File: src/itu_pkg.sv
// Purpose: Shared constants and types for the I2C target to UART bridge.
// Assumes: One core clock; UART bit time given in core clock cycles.
// Notes:   Error codes keep their enumeration order; unused codes stay reserved.
package itu_pkg;
  localparam int             BYTE_W        = 8;
  localparam int             CNT_W         = 5;
  localparam int             FIFO_DEPTH    = 8;
  localparam int             OBUF_SIZE     = 1;
  localparam logic [4:0]     WBUF_DEPTH    = 5'd16;
  localparam logic [4:0]     OBUF_DEPTH    = 5'd1;
  localparam logic [3:0]     I2C_BITS      = 4'd8;
  localparam logic [7:0]     UNDERRUN_BYTE = 8'hff;
  localparam logic [3:0]     UTX_BITS_PAR  = 4'd11;
  localparam logic [3:0]     UTX_BITS_NOP  = 4'd10;
  localparam logic [3:0]     URX_D_FIRST   = 4'd1;
  localparam logic [3:0]     URX_D_LAST    = 4'd8;
  localparam logic [3:0]     URX_PAR_IDX   = 4'd9;
  localparam logic [3:0]     URX_LAST_PAR  = 4'd10;
  localparam logic [3:0]     URX_LAST_NOP  = 4'd9;
  localparam int             RX_TO_SHIFT   = 5;

  typedef enum logic [7:0] {
    ERR_NONE             = 8'h00,
    ERR_BUF_OVERFLOW     = 8'h01,
    ERR_RX_FULL          = 8'h02,
    ERR_NO_DATA          = 8'h03,
    ERR_I2C_TX_UNDERFLOW = 8'h04,
    ERR_I2C_RX_OVERFLOW  = 8'h05,
    ERR_I2C_ARB_LOST     = 8'h06,
    ERR_I2C_EVT_OVERFLOW = 8'h07,
    ERR_UART_OVERRUN     = 8'h08,
    ERR_UART_BREAK       = 8'h09,
    ERR_UART_PARITY      = 8'h0a,
    ERR_UART_FRAMING     = 8'h0b,
    ERR_UART_RX_TIMEOUT  = 8'h0c
  } itu_err_t;

  typedef enum logic [2:0] {
    ST_IDLE = 3'b000,
    ST_ADDR = 3'b001,
    ST_AACK = 3'b010,
    ST_WR   = 3'b011,
    ST_WACK = 3'b100,
    ST_RD   = 3'b101,
    ST_RACK = 3'b110
  } itu_i2c_st_t;
endpackage : itu_pkg

File: src/itu_bridge.sv
// Purpose: I2C target that queues written bytes and forwards the first byte of each write to a UART.
// Assumes: SCL, SDA and RXD are asynchronous; baud_div_i is at least 2.
// Notes:   Write bytes pass an 8-word FIFO; a full FIFO makes the target NACK.
`timescale 1ns/1ns

module itu_fifo #(
  parameter int W = 8,
  parameter int D = 8
) (
  input  wire logic         core_clk_i,
  input  wire logic         rst_b_i,
  input  wire logic         in_valid_i,
  input  wire logic [W-1:0] in_data_i,
  output logic              in_ready_o,
  output logic              out_valid_o,
  input  wire logic         out_ready_i,
  output logic [W-1:0]      out_data_o
);
  localparam int AW = $clog2(D);
  logic [W-1:0]  mem [D];
  logic [AW-1:0] wp;
  logic [AW-1:0] rp;
  logic [AW:0]   cnt;
  logic          push;
  logic          pop;
  assign in_ready_o  = (cnt != (AW+1)'(D));
  assign out_valid_o = (cnt != '0);
  assign out_data_o  = mem[rp];
  assign push        = in_valid_i & in_ready_o;
  assign pop         = out_valid_o & out_ready_i;
  always_ff @(posedge core_clk_i or negedge rst_b_i) begin
    if (!rst_b_i) begin
      wp  <= '0;
      rp  <= '0;
      cnt <= '0;
    end else begin
      if (push) wp <= (wp == AW'(D-1)) ? '0 : wp + 1'b1;
      if (pop) rp <= (rp == AW'(D-1)) ? '0 : rp + 1'b1;
      if (push && !pop) cnt <= cnt + 1'b1;
      else if (pop && !push) cnt <= cnt - 1'b1;
    end
  end
  always_ff @(posedge core_clk_i) begin
    if (push) mem[wp] <= in_data_i;
  end
endmodule : itu_fifo

module itu_bridge (
  input  wire logic              core_clk_i,
  input  wire logic              rst_b_i,
  input  wire logic              scl_i,
  input  wire logic              sda_i,
  output logic                   sda_o,
  output logic                   sda_oe_b_o,
  input  wire logic [6:0]        target_addr_i,
  input  wire logic              uart_rxd_i,
  output logic                   uart_txd_o,
  input  wire logic [15:0]       baud_div_i,
  input  wire logic              parity_en_i,
  input  wire logic              parity_odd_i,
  input  wire logic              uart_rx_new_clr_i,
  output itu_pkg::itu_err_t      latest_error_code_o,
  output logic [7:0]             last_uart_rx_byte_o,
  output logic                   uart_rx_new_flag_o,
  output logic                   uart_send_pending_o,
  output logic                   write_data_seen_o
);
  import itu_pkg::*;

  logic              scl_m, scl_s, scl_d, sda_m, sda_s, sda_d, rxd_m, rxd_s, rxd_d;
  logic              scl_rise, scl_fall, start_cond, stop_cond;
  itu_i2c_st_t       st;
  logic [3:0]        bit_cnt;
  logic [7:0]        shreg;
  logic              rd_mode, drive_low, i2c_hit, fifo_push, stop_ev, txq_take;
  logic              ev_arb, ev_under, ev_nack, ev_evt;
  logic [7:0]        next_tx_byte;
  logic              fifo_in_ready, fifo_out_valid, drain_ready, pop;
  logic [7:0]        fifo_data;
  logic              txq_valid, txq_load;
  logic [7:0]        txq_byte;
  logic [CNT_W-1:0]  tx_byte_count, rx_byte_count, out_len, send_idx;
  logic [7:0]        write_buffer [WBUF_DEPTH];
  logic [7:0]        outgoing_buffer [OBUF_SIZE];
  logic              write_data_seen, stop_pending, stop_do, uart_send_pending, sending;
  logic              utx_busy, utx_start;
  logic [10:0]       utx_shift;
  logic [3:0]        utx_bits;
  logic [15:0]       utx_tmr;
  logic              urx_act, urx_done, urx_fe, urx_par;
  logic [3:0]        urx_idx;
  logic [15:0]       urx_tmr;
  logic [7:0]        urx_data, last_uart_rx_byte;
  logic              uart_rx_new_flag, to_fired, urx_pe, uart_err;
  logic [20:0]       to_cnt;
  itu_err_t          latest_error_code, uart_code;

  // Pins pass three flops; edge and condition logic compares the second and third stages
  always_ff @(posedge core_clk_i or negedge rst_b_i) begin
    if (!rst_b_i) begin
      {scl_m, scl_s, scl_d} <= 3'h7;
      {sda_m, sda_s, sda_d} <= 3'h7;
      {rxd_m, rxd_s, rxd_d} <= 3'h7;
    end else begin
      {scl_m, scl_s, scl_d} <= {scl_i, scl_m, scl_s};
      {sda_m, sda_s, sda_d} <= {sda_i, sda_m, sda_s};
      {rxd_m, rxd_s, rxd_d} <= {uart_rxd_i, rxd_m, rxd_s};
    end
  end
  assign scl_rise   = scl_s & ~scl_d;
  assign scl_fall   = ~scl_s & scl_d;
  assign start_cond = scl_s & scl_d & sda_d & ~sda_s;
  assign stop_cond  = scl_s & scl_d & ~sda_d & sda_s;

  assign next_tx_byte = txq_valid ? txq_byte : UNDERRUN_BYTE;
  assign sda_o        = 1'b0;
  assign sda_oe_b_o   = ~drive_low;

  always_ff @(posedge core_clk_i or negedge rst_b_i) begin
    if (!rst_b_i) begin
      st        <= ST_IDLE;
      bit_cnt   <= '0;
      shreg     <= '0;
      rd_mode   <= 1'b0;
      drive_low <= 1'b0;
      {i2c_hit, fifo_push, stop_ev, txq_take, ev_arb, ev_under, ev_nack} <= '0;
    end else begin
      {i2c_hit, fifo_push, stop_ev, txq_take, ev_arb, ev_under, ev_nack} <= '0;
      if (start_cond) begin
        st        <= ST_ADDR;
        bit_cnt   <= '0;
        drive_low <= 1'b0;
      end else if (stop_cond) begin
        st        <= ST_IDLE;
        drive_low <= 1'b0;
        stop_ev   <= 1'b1;
      end else begin
        unique case (st)
          ST_IDLE: ;
          ST_ADDR, ST_WR: begin
            if (scl_rise) begin
              shreg   <= {shreg[6:0], sda_s};
              bit_cnt <= bit_cnt + 1'b1;
            end else if (scl_fall && bit_cnt == I2C_BITS) begin
              bit_cnt <= '0;
              if (st == ST_ADDR) begin
                if (shreg[7:1] == target_addr_i) begin
                  drive_low <= 1'b1;
                  rd_mode   <= shreg[0];
                  i2c_hit   <= 1'b1;
                  st        <= ST_AACK;
                end else begin
                  st <= ST_IDLE;
                end
              end else begin
                // A full queue is answered with NACK rather than losing a byte
                if (fifo_in_ready) begin
                  fifo_push <= 1'b1;
                  drive_low <= 1'b1;
                end else begin
                  ev_nack <= 1'b1;
                end
                st <= ST_WACK;
              end
            end
          end
          ST_AACK, ST_RACK: begin
            if (st == ST_RACK && scl_rise && sda_s) begin
              st <= ST_IDLE;
            end else if (scl_fall) begin
              if (st == ST_AACK && !rd_mode) begin
                drive_low <= 1'b0;
                st        <= ST_WR;
              end else begin
                shreg     <= next_tx_byte;
                drive_low <= ~next_tx_byte[7];
                txq_take  <= txq_valid;
                ev_under  <= ~txq_valid;
                st        <= ST_RD;
              end
            end
          end
          ST_WACK: begin
            if (scl_fall) begin
              drive_low <= 1'b0;
              st        <= ST_WR;
            end
          end
          ST_RD: begin
            if (scl_rise) begin
              bit_cnt <= bit_cnt + 1'b1;
              if (!drive_low && !sda_s) begin
                ev_arb    <= 1'b1;
                st        <= ST_IDLE;
              end
            end else if (scl_fall) begin
              if (bit_cnt == I2C_BITS) begin
                drive_low <= 1'b0;
                bit_cnt   <= '0;
                st        <= ST_RACK;
              end else begin
                shreg     <= {shreg[6:0], 1'b0};
                drive_low <= ~shreg[6];
              end
            end
          end
          default: st <= ST_IDLE;
        endcase
      end
    end
  end

  // Drain stalls during a UART send, so a long write can really fill the FIFO
  assign drain_ready = ~uart_send_pending & ~sending & ~i2c_hit;
  assign pop         = fifo_out_valid & drain_ready;
  assign stop_do     = stop_pending & ~fifo_out_valid;

  itu_fifo #(.W(BYTE_W), .D(FIFO_DEPTH)) u_wq (
    .core_clk_i  (core_clk_i),
    .rst_b_i     (rst_b_i),
    .in_valid_i  (fifo_push),
    .in_data_i   (shreg),
    .in_ready_o  (fifo_in_ready),
    .out_valid_o (fifo_out_valid),
    .out_ready_i (drain_ready),
    .out_data_o  (fifo_data)
  );

  assign txq_load = ~i2c_hit & ~txq_valid;
  always_ff @(posedge core_clk_i or negedge rst_b_i) begin
    if (!rst_b_i) begin
      txq_valid     <= 1'b0;
      txq_byte      <= '0;
      tx_byte_count <= '0;
    end else if (i2c_hit) begin
      txq_valid     <= 1'b0;
      tx_byte_count <= '0;
    end else if (txq_load) begin
      txq_valid <= 1'b1;
      if (tx_byte_count < OBUF_DEPTH) begin
        txq_byte      <= last_uart_rx_byte;
        tx_byte_count <= tx_byte_count + 1'b1;
      end else begin
        txq_byte <= latest_error_code;
      end
    end else if (txq_take) begin
      txq_valid <= 1'b0;
    end
  end

  always_ff @(posedge core_clk_i or negedge rst_b_i) begin
    if (!rst_b_i) begin
      rx_byte_count   <= '0;
      write_data_seen <= 1'b0;
    end else if (i2c_hit) begin
      rx_byte_count   <= '0;
      write_data_seen <= 1'b0;
    end else if (pop) begin
      write_data_seen <= 1'b1;
      if (rx_byte_count < WBUF_DEPTH) rx_byte_count <= rx_byte_count + 1'b1;
    end else if (stop_do) begin
      write_data_seen <= 1'b0;
    end
  end
  always_ff @(posedge core_clk_i) begin
    if (pop && rx_byte_count < WBUF_DEPTH) write_buffer[rx_byte_count[3:0]] <= fifo_data;
  end

  // The stop waits until every queued write byte has been drained
  always_ff @(posedge core_clk_i or negedge rst_b_i) begin
    if (!rst_b_i) begin
      stop_pending       <= 1'b0;
      out_len            <= '0;
      outgoing_buffer[0] <= '0;
    end else begin
      if (stop_ev) stop_pending <= 1'b1;
      else if (stop_do) stop_pending <= 1'b0;
      if (stop_do && write_data_seen) begin
        outgoing_buffer[0] <= write_buffer[0];
        out_len <= (rx_byte_count > OBUF_DEPTH) ? OBUF_DEPTH : rx_byte_count;
      end
    end
  end
  assign ev_evt = (stop_ev | i2c_hit) & stop_pending;

  always_ff @(posedge core_clk_i or negedge rst_b_i) begin
    if (!rst_b_i) begin
      uart_send_pending <= 1'b0;
      sending           <= 1'b0;
      send_idx          <= '0;
      utx_start         <= 1'b0;
    end else begin
      utx_start <= 1'b0;
      if (stop_do && write_data_seen) uart_send_pending <= 1'b1;
      else if (!sending) uart_send_pending <= 1'b0;
      if (!sending) begin
        sending  <= uart_send_pending;
        send_idx <= '0;
      end else if (!utx_busy && !utx_start) begin
        if (send_idx < out_len) begin
          utx_start <= 1'b1;
          send_idx  <= send_idx + 1'b1;
        end else begin
          sending <= 1'b0;
        end
      end
    end
  end

  always_ff @(posedge core_clk_i or negedge rst_b_i) begin
    if (!rst_b_i) begin
      utx_busy  <= 1'b0;
      utx_shift <= '1;
      utx_bits  <= '0;
      utx_tmr   <= '0;
    end else if (utx_start) begin
      utx_busy  <= 1'b1;
      utx_tmr   <= baud_div_i - 16'd1;
      utx_bits  <= parity_en_i ? UTX_BITS_PAR : UTX_BITS_NOP;
      utx_shift <= {1'b1, parity_en_i ? ^outgoing_buffer[0] ^ parity_odd_i : 1'b1,
                    outgoing_buffer[0], 1'b0};
    end else if (utx_busy) begin
      if (utx_tmr == '0) begin
        utx_tmr   <= baud_div_i - 16'd1;
        utx_shift <= {1'b1, utx_shift[10:1]};
        utx_bits  <= utx_bits - 1'b1;
        if (utx_bits == 4'd1) utx_busy <= 1'b0;
      end else begin
        utx_tmr <= utx_tmr - 1'b1;
      end
    end
  end
  assign uart_txd_o = utx_shift[0];

  always_ff @(posedge core_clk_i or negedge rst_b_i) begin
    if (!rst_b_i) begin
      urx_act  <= 1'b0;
      urx_done <= 1'b0;
      urx_fe   <= 1'b0;
      urx_par  <= 1'b0;
      urx_idx  <= '0;
      urx_tmr  <= '0;
      urx_data <= '0;
    end else begin
      urx_done <= 1'b0;
      if (!urx_act) begin
        if (rxd_d && !rxd_s) begin
          urx_act <= 1'b1;
          urx_idx <= '0;
          urx_tmr <= baud_div_i >> 1;
        end
      end else if (urx_tmr != '0) begin
        urx_tmr <= urx_tmr - 1'b1;
      end else begin
        urx_tmr <= baud_div_i - 16'd1;
        urx_idx <= urx_idx + 1'b1;
        if (urx_idx == '0 && rxd_s) urx_act <= 1'b0;
        if (urx_idx >= URX_D_FIRST && urx_idx <= URX_D_LAST) urx_data <= {rxd_s, urx_data[7:1]};
        if (urx_idx == URX_PAR_IDX && parity_en_i) urx_par <= rxd_s;
        if (urx_idx == (parity_en_i ? URX_LAST_PAR : URX_LAST_NOP)) begin
          urx_act  <= 1'b0;
          urx_done <= 1'b1;
          urx_fe   <= ~rxd_s;
        end
      end
    end
  end

  // Timeout: unread byte and an idle line for 32 bit times, reported once
  always_ff @(posedge core_clk_i or negedge rst_b_i) begin
    if (!rst_b_i) begin
      last_uart_rx_byte <= '0;
      uart_rx_new_flag  <= 1'b0;
      to_cnt            <= '0;
      to_fired          <= 1'b0;
    end else begin
      if (urx_done) begin
        last_uart_rx_byte <= urx_data;
        uart_rx_new_flag  <= 1'b1;
      end else if (uart_rx_new_clr_i) begin
        uart_rx_new_flag <= 1'b0;
      end
      if (urx_done || !uart_rx_new_flag || urx_act) begin
        to_cnt   <= '0;
        to_fired <= 1'b0;
      end else if (to_cnt != (21'(baud_div_i) << RX_TO_SHIFT)) begin
        to_cnt <= to_cnt + 1'b1;
      end else begin
        to_fired <= 1'b1;
      end
    end
  end

  assign urx_pe = parity_en_i & (urx_par != (^urx_data ^ parity_odd_i));
  always_comb begin
    uart_err  = 1'b1;
    uart_code = ERR_NONE;
    if (urx_done && urx_fe && urx_data == '0 && !urx_par) uart_code = ERR_UART_BREAK;
    else if (urx_done && urx_fe) uart_code = ERR_UART_FRAMING;
    else if (urx_done && urx_pe) uart_code = ERR_UART_PARITY;
    else if (urx_done && uart_rx_new_flag) uart_code = ERR_UART_OVERRUN;
    else if (!to_fired && to_cnt == (21'(baud_div_i) << RX_TO_SHIFT) && !urx_act
             && uart_rx_new_flag && !urx_done) uart_code = ERR_UART_RX_TIMEOUT;
    else uart_err = 1'b0;
  end

  always_ff @(posedge core_clk_i or negedge rst_b_i) begin
    if (!rst_b_i) latest_error_code <= ERR_NONE;
    else if (ev_arb) latest_error_code <= ERR_I2C_ARB_LOST;
    else if (ev_under) latest_error_code <= ERR_I2C_TX_UNDERFLOW;
    else if (ev_nack) latest_error_code <= ERR_I2C_RX_OVERFLOW;
    else if (ev_evt) latest_error_code <= ERR_I2C_EVT_OVERFLOW;
    else if (uart_err) latest_error_code <= uart_code;
  end

  assign latest_error_code_o = latest_error_code;
  assign last_uart_rx_byte_o = last_uart_rx_byte;
  assign uart_rx_new_flag_o  = uart_rx_new_flag;
  assign uart_send_pending_o = uart_send_pending;
  assign write_data_seen_o   = write_data_seen;
endmodule : itu_bridge

File: config.mk
export PLATFORM = sky130hd
export DESIGN_NAME = itu_bridge
export DESIGN_NICKNAME = d
export VERILOG_FILES = /design/src/itu_pkg.sv /design/src/itu_bridge.sv
export SDC_FILE = /design/constraint.sdc
export NUM_CORES = 1
export LEC_CHECK = 0
export ABC_AREA = 1
export ABC_CLOCK_PERIOD_IN_PS = 6200
export BUFFER_PORTS_ARGS = -buffer_cell sky130_fd_sc_hd__buf_4
export CORE_ASPECT_RATIO = 0.6
export CORE_MARGIN = 4
export CORE_UTILIZATION = 25
export CTS_CLUSTER_SIZE = 14
export DETAILED_ROUTE_END_ITERATION = 16
export PLACE_DENSITY_LB_ADDON = 0.08
export SYNTH_ARGS = -nofsm -noshare
export SYNTH_HDL_FRONTEND = slang
export SYNTH_SLANG_ARGS = --single-unit
File: constraint.sdc
create_clock -name core_clk_i -period 6.2 [get_ports core_clk_i]
set_input_delay 1.24 -clock core_clk_i [delete_from_list [all_inputs] [get_ports core_clk_i]]
set_output_delay 1.24 -clock core_clk_i [all_outputs]
set_load 0.02 [all_outputs]
==> run_results.csv, run 1 <==
group,metric,value,unit
outcome,status,"completed",
clock_network,clock_insertion_delay_worst_skew,0.56,ns
global_route,grt_first_pass_wirelength,61800,µm
timing,rsz_0062_raised_after_global_routing,"false",
timing,fin_tns_setup,0,ns
min_path,hold_start,"sda_m",
job,max_cap_violations,0,
route,avgViaCountPerCell,4.49,
yosys,synthesis.instances,1554,
route,drtPass1Iterations,5,
yosys,yosys_most_used_dff,"sky130_fd_sc_hd__dfrtp_1",
yosys,yosys.area.top_type_share,30.8,%
timing,timing.final.max_slew_violations,0,
die,dieArea,57200,µm²
timing,period_minus_slack,2.69,ns
route,route.vias.total,10500,
power_and_ir_drop,peakVddDrop,0.222,mV
setup_path,crit_path_cell_trace,"nor2_1 > nand3_1 > ha_1 > inv_1 > ha_1 > nand2_1 > nor2_1 > a211oi_1 > nand2_1 > nand2_1 > nor2_1 > xor2_1",
clock_network,tritoncts_buffer_count,29,
route,route.detailed.wl_per_inst,16.7,µm
yosys,synth_commonest_cells,"sky130_fd_sc_hd__nand2_1 (339), sky130_fd_sc_hd__nor2_1 (208), sky130_fd_sc_hd__inv_1 (176)",
clock_network,cts.repair.resized,0,
yosys,synth_edf_count,72,
die,die_height,187,µm
yosys,synth_sequential_area_ratio,50.7,%
timing,skew,0.0221,ns
clock_network,cts_post_setup_buffers_inserted,0,
global_route,grt_max_degree,158,
setup_path,worstSetupStartpointType,"flop",
timing,count_of_endpoints_failing_hold_in_the_final_timing_report,0,
yosys,synth.ff_latch_count,255,
placed_design,gpl.final_weighted_congestion,0.823,
die,boundaryPins,53,
die,chipWidth,306,µm
finish,insertedDiodeCount,0,
finish,finalNetCount,1673,
placed_design,dp.final_hpwl,28400,µm
setup_path,crit_type,"reg2reg",
setup_path,timing.reg2reg.setup_slack,3.51,ns
route,remaining_drc_errors,0,
finish,area_growth_syn_to_layout,15.8,%
setup_path,critical_path.max_fanout,8,
timing,timing.final.setup_violations,0,
yosys,synthMostInstantiatedCell,"sky130_fd_sc_hd__nand2_1",
die,fp.coreArea,52600,µm²
global_route,grt_util_all_layers,13.5,%
timing,tightest_slew,0.959,ns
finish,fillers,5563,
yosys,ys_warn_count,0,
clock_network,cts_tree,"yes",
min_path,min_path_cells,0,
setup_path,worst-r2r-cell-count,12,
yosys,netlist_top_cells_area,"sky130_fd_sc_hd__dfrtp_1 (31%), sky130_fd_sc_hd__edfxtp_1 (16%), sky130_fd_sc_hd__nand2_1 (9.5%), sky130_fd_sc_hd__nor2_1 (5.9%), sky130_fd_sc_hd__inv_1 (5.0%)",
setup_path,timing.critical_path.slowest_stage_cell,"sky130_fd_sc_hd__dfrtp_1",
timing,timing.final.crit_share,43.4,%
setup_path,critical_path_required,6.64,ns
setup_path,critPathMaxStageDelay,0.47,ns
clock_network,clock_slew_seen_by_the_registers_of_the_worst_setup_and_hold_paths,0.06,ns
timing,max_slew_margin,35.8,%
route,wl_final,38900,µm
clock_network,cts_max_path_buffers,3,
clock_network,hold_buffers,0,
setup_path,setup.worst_path.start,"sending",
global_route,vias_in_the_first_global_route,10200,
route,antenna_violating_nets_post_route,0,
power_and_ir_drop,pwr_cell_area,360,nW/µm²
yosys,synth_largest_area_cell,"sky130_fd_sc_hd__dfrtp_1",
route,detail_route.iter0.violations,845,
clock_network,clock_tree.root_cell,"sky130_fd_sc_hd__clkbuf_16",
finish,layout-drive-gt1-share,10.5,%
yosys,ys_types,55,
min_path,timing.hold.worst.class,"reg2reg",
yosys,syn_avg_cell_area,8.58,µm²
clock_network,cts.sinks,255,
power_and_ir_drop,power.static_leakage,0.00660,µW
timing,max_freq,371,MHz
yosys,mappedNetlistArea,13300,µm²
yosys,asr_flop_ratio_synth,71.8,%
die,initial_core_util,25.3,%
global_route,antenna_violations_before_repair,0,
clock_network,clock_tree.htree_level_count,1,
global_route,globalRouteOverflowTotal,0,
setup_path,timing.critical_path.to_type,"flop",
setup_path,rr_startpoint,"sending",
power_and_ir_drop,power.total,5560,µW
die,number_of_cell_rows,65,
placed_design,number_of_buffers_inserted_by_port_buffering,47,
setup_path,cp.arrival,3.13,ns
## kinds of logic (layout without fill, tap and decap cells)
family                   count (synthesis)  after routing  synth area share [%]
adder cells (fa/ha/maj)                 39             39                  3.71
other                                    1              5                0.0281
XOR/XNOR                                63             63                  4.14
buffers and inverters                  224            292                  6.83
flip-flops                             255            255                  50.7
AND/OR/NAND/NOR                        714            714                  23.2
AO/OA/AOI/OAI                          258            258                  11.4
## cells in the final DEF (no fill, tap or decap), types with 3 or more instances in the layout
master                        n
sky130_fd_sc_hd__buf_4       48
sky130_fd_sc_hd__o31ai_1      8
sky130_fd_sc_hd__nor2_1     208
sky130_fd_sc_hd__nand4_1     24
sky130_fd_sc_hd__xnor2_1     30
sky130_fd_sc_hd__ha_1        38
sky130_fd_sc_hd__inv_2        9
sky130_fd_sc_hd__nand3_1     75
sky130_fd_sc_hd__a21oi_1     36
sky130_fd_sc_hd__o22ai_1     20
sky130_fd_sc_hd__nand3_2      5
sky130_fd_sc_hd__o2111ai_1    3
sky130_fd_sc_hd__inv_1      176
sky130_fd_sc_hd__o21ai_0    121
sky130_fd_sc_hd__o21ai_2     12
sky130_fd_sc_hd__nand3b_1     3
sky130_fd_sc_hd__clkinv_1     4
sky130_fd_sc_hd__o211ai_1    17
sky130_fd_sc_hd__clkbuf_16   29
sky130_fd_sc_hd__clkbuf_1     6
sky130_fd_sc_hd__nor4_1       5
sky130_fd_sc_hd__dfstp_2     19
sky130_fd_sc_hd__conb_1       5
sky130_fd_sc_hd__dfrtp_1    164
sky130_fd_sc_hd__clkinv_2     5
sky130_fd_sc_hd__bufinv_16    5
sky130_fd_sc_hd__clkbuf_8     6
sky130_fd_sc_hd__nor3_1      26
sky130_fd_sc_hd__edfxtp_1    72
sky130_fd_sc_hd__xor2_1      33
sky130_fd_sc_hd__nand4_2      3
sky130_fd_sc_hd__o21ai_1      3
sky130_fd_sc_hd__nand2_2      3
sky130_fd_sc_hd__nand2_1    339
sky130_fd_sc_hd__o221ai_1     6
sky130_fd_sc_hd__nor2_2       8
sky130_fd_sc_hd__a31oi_1     20
## report_power, final
group	switching (µW)	internal [µW]	total, µW
Clock	722	1130	1850
Combinational	870	497	1370
Sequential	309	2040	2350
Total	1900	3660	5560
## critical path, delay by kind of cell, from the launching register on
family,cells,cell delay (ns)
DFF,1,0.47
AOI/OAI and AO/OA,1,0.26
and+or+nand+nor,7,1.03
xor gates and xnor gates,1,0.13
adders and majority gates,2,0.59
buffers and inverters,1,0.12
## path summary, 6_finish.rpt
| check | endpoint |
|---|---|
| max | u_wq.cnt[3] |
| min | sda_s |
| max reg2reg | u_wq.cnt[3] |
| min reg2reg | sda_s |
| max in group asynchronous | urx_data[0] |
| min in group asynchronous | utx_tmr[1] |
## final cells by class
type / instances / area, µm² / area share (%)
Timing Repair Buffer: 50 / 394 / 2.55
Multi-Input combinational cell: 1079 / 5680 / 36.8
Inverter: 188 / 708 / 4.59
Sequential cell: 255 / 6770 / 43.8
Clock inverter: 14 / 199 / 1.29
Clock buffer: 40 / 817 / 5.29
Tap cell: 703 / 880 / 5.70
## sequential cells by signal, summed over array words and instances, names as in the netlist, 8 cells and up
| signal | count |
|---|---|
| utx_shift | 10 |
| urx_tmr | 16 |
| urx_data | 8 |
| utx_tmr | 16 |
| u_wq.mem | 64 |
| outgoing_buffer | 8 |
| to_cnt | 21 |
| shreg | 8 |
| write_buffer | 8 |
| last_uart_rx_byte_o | 8 |
| txq_byte | 8 |
## routing by layer
metal / wire length, µm / GRT usage (%) / share of wire (%) / vias up
met5: 0 / 0 / 0 / -
met4: 489 / 2.02 / 1.3 / 0
met3: 1810 / 2.52 / 4.6 / 32
met2: 13700 / 16.7 / 35 / 182
met1: 22900 / 23.5 / 59 / 5014
li1: - / - / - / 5230
## through the flow
stage / cells / setup WS [ns] / instance area (µm²) / hold slack [ns] / util (%)
floorplan: 1558 / 3.83 / 13400 / 0.345 / -
global placement: 2275 / 3.33 / 14400 / 0.349 / 27.4
detailed placement: 2275 / 3.33 / 14400 / 0.349 / 27.4
CTS: 2329 / 3.44 / 15400 / 0.358 / 29.3
global route: 2329 / 3.26 / 15400 / 0.362 / 29.3
finish: 2329 / 3.51 / 15400 / 0.358 / 29.3
Power figures use the tool's default switching activity.
==> run 2: changes to the inputs <==
--- a/config.mk
+++ b/config.mk
@@ -6,7 +6,7 @@
 export NUM_CORES = 1
 export LEC_CHECK = 0
 export ABC_AREA = 1
-export ABC_CLOCK_PERIOD_IN_PS = 6200
+export ABC_CLOCK_PERIOD_IN_PS = 2200
 export BUFFER_PORTS_ARGS = -buffer_cell sky130_fd_sc_hd__buf_4
 export CORE_ASPECT_RATIO = 0.6
 export CORE_MARGIN = 4
==> constraint.sdc (replaced) <==
create_clock -name core_clk_i -period 2.2 [get_ports core_clk_i]
set_input_delay 0.44 -clock core_clk_i [delete_from_list [all_inputs] [get_ports core_clk_i]]
set_output_delay 0.44 -clock core_clk_i [all_outputs]
set_load 0.02 [all_outputs]
==> run_results.csv, run 2 (synthesis gave the netlist of run 1 again) <==
group,metric,value,unit
power_and_ir_drop,power.static_leakage,0.00692,µW
placed_design,number_of_buffers_inserted_by_port_buffering,47,
setup_path,worstSetupStartpointType,"flop",
finish,layout_top_registers,"u_wq.mem: 64 flops, to_cnt: 21 flops",
die,chipWidth,306,µm
clock_network,clock_tree.htree_level_count,1,
finish,most_common_library_cell_in_the_layout_ignoring_fill_and_taps,"sky130_fd_sc_hd__nand2_1",
route,antenna_violating_nets_post_route,0,
clock_network,cts_tree,"yes",
finish,layout-drive-gt1-share,14.5,%
clock_network,cts.sinks,255,
die,die_height,187,µm
finish,finalNetCount,1746,
timing,timing.final.crit_share,91.7,%
finish,final-instance-count-excl-fill,2402,
timing,rsz_0062_raised_after_global_routing,"true",
min_path,timing.hold.worst_endpoint,"uart_rx_new_flag_o",
setup_path,cp.arrival,2.47,ns
power_and_ir_drop,peakVddDrop,0.494,mV
placed_design,dp.final_hpwl,30000,µm
min_path,hold_start,"uart_rx_new_clr_i",
route,detail_route.iter0.violations,821,
global_route,grt_max_degree,54,
timing,timing.final.setup_violations,0,
timing,skew,0.0101,ns
clock_network,clock_insertion_delay_worst_skew,0.57,ns
setup_path,rr_startpoint,"to_cnt[0]",
timing,max_freq,496,MHz
finish,layout.cells.most_common_list,"sky130_fd_sc_hd__nand2_1 (337), sky130_fd_sc_hd__nor2_1 (208), sky130_fd_sc_hd__inv_1 (173), sky130_fd_sc_hd__dfrtp_1 (164), sky130_fd_sc_hd__o21ai_0 (121)",
power_and_ir_drop,pwr_cell_area,982,nW/µm²
clock_network,tritoncts_buffer_count,29,
global_route,globalRouteOverflowTotal,0,
die,number_of_cell_rows,65,
route,route.detailed.wl_per_inst,16.6,µm
finish,area_growth_syn_to_layout,19.9,%
setup_path,critical_path.max_fanout,5,
route,wl_final,39800,µm
global_route,grt_first_pass_wirelength,63000,µm
setup_path,crit_type,"reg2reg",
outcome,status,"completed",
route,drtPass1Iterations,5,
setup_path,critical_path_required,2.66,ns
timing,period_minus_slack,2.02,ns
setup_path,timing.rr.end,"latest_error_code_o[1]",
die,boundaryPins,53,
min_path,min_path_cells,2,
setup_path,timing.reg2reg.setup_slack,0.18,ns
timing,fin_tns_setup,0,ns
timing,tightest_slew,0.884,ns
die,initial_core_util,25.3,%
global_route,vias_in_the_first_global_route,10300,
clock_network,cts_max_path_buffers,3,
finish,final_core_utilization,30.4,%
global_route,grt_util_all_layers,13.9,%
route,avgViaCountPerCell,4.46,
finish,largest_register_ff_count,64,
clock_network,clock_tree.root_cell,"sky130_fd_sc_hd__clkbuf_16",
global_route,antenna_violations_before_repair,0,
route,remaining_drc_errors,0,
job,max_cap_violations,0,
setup_path,worst-r2r-cell-count,11,
finish,insertedDiodeCount,0,
placed_design,gpl.final_weighted_congestion,0.813,
timing,max_slew_margin,40.9,%
route,route.vias.total,10700,
power_and_ir_drop,power.total,15700,µW
min_path,timing.hold.worst.class,"in2reg",
finish,top_register,"u_wq.mem",
placed_design,post-place-cells,2342,
clock_network,clock_slew_seen_by_the_registers_of_the_worst_setup_and_hold_paths,0.06,ns
timing,timing.final.max_slew_violations,0,
setup_path,timing.critical_path.to_type,"flop",
timing,count_of_endpoints_failing_hold_in_the_final_timing_report,0,
die,dieArea,57200,µm²
die,fp.coreArea,52600,µm²
run 2: changes by cell type in the layout (fill, tap and decap cells not counted), sizes merged:
cell | previous run | this run
buf | 49 | 118
bufinv | 5 | 2
clkbuf | 41 | 40
clkinv | 9 | 13
dlygate4sd3 | 0 | 4
run 2: timing repair:
action	CTS	global route
hold endpoints to repair	40	0
setup buffers	0	2
endpoints found under the setup margin	0	5
gates resized for setup	0	13
hold buffers	4	0
run 2: report_power, final:
group          total, µW  switching [µW]  leakage (µW)  internal [µW]
logic               4490            2740       0.00352           1760
registers           6440             692       0.00295           5750
clock network       4770            2050      0.000448           2720
run 2: layout make-up:
cell class | count | area, µm²
clock buffers | 39 | 783
fillers | 5556 | 36600
multi-input cells | 1079 | 5730
flip-flops and latches | 255 | 6770
repair buffers | 123 | 990
clock inverters | 15 | 130
well taps | 703 | 880
inverters | 188 | 711
run 2: per-layer routing:
metal  GRT usage (%)  up-vias  share of wire (%)
li1                -     5394                  -
met1            24.4     5068                 59
met2            17.1      206                 35
met3            1.98       36                4.3
met4            2.34        0                1.6
met5               0        -                  0
run 2: metrics by stage:
| stage | setup WS (ns) | hold WS [ns] | instance area [µm²] |
|---|---|---|---|
| after CTS | 0.00150 | 0.0252 | 15900 |
| after floorplan | 0.0369 | 0.144 | 13400 |
| after global placement | -0.0139 | 0.349 | 15000 |
| after global routing | -0.0220 | 0.0408 | 16000 |
| final | 0.183 | 0.0553 | 16000 |
| after detailed placement | 0.0108 | 0.349 | 15000 |
run 2: worst max-delay path by stage:
stage                                        end         from  depth (start not counted)  slack, ns
after CTS                            u_wq.cnt[3]  u_wq.cnt[0]                         15      0.002
after detailed placement             u_wq.cnt[3]  u_wq.cnt[0]                         15       0.01
final                     latest_error_code_o[1]    to_cnt[0]                         11       0.18
after global routing                 u_wq.cnt[3]  u_wq.cnt[0]                         15      -0.02
after floorplan                      u_wq.cnt[3]  u_wq.cnt[0]                         15       0.04
after global placement               u_wq.cnt[3]  u_wq.cnt[0]                         15      -0.01
run 2: worst max-delay path, cell delays in order (launching register included):
cell and delay, ns:
sky130_fd_sc_hd__dfrtp_1 0.41, sky130_fd_sc_hd__inv_1 0.19, sky130_fd_sc_hd__ha_1 0.18, sky130_fd_sc_hd__nand2_1 0.05, sky130_fd_sc_hd__nor2_1 0.23, sky130_fd_sc_hd__nand2_1 0.08, sky130_fd_sc_hd__nor2_1 0.10, sky130_fd_sc_hd__nand3_1 0.12
sky130_fd_sc_hd__nor2_4 0.19, sky130_fd_sc_hd__nand3_2 0.17, sky130_fd_sc_hd__nand4_1 0.12, sky130_fd_sc_hd__nand2_1 0.06
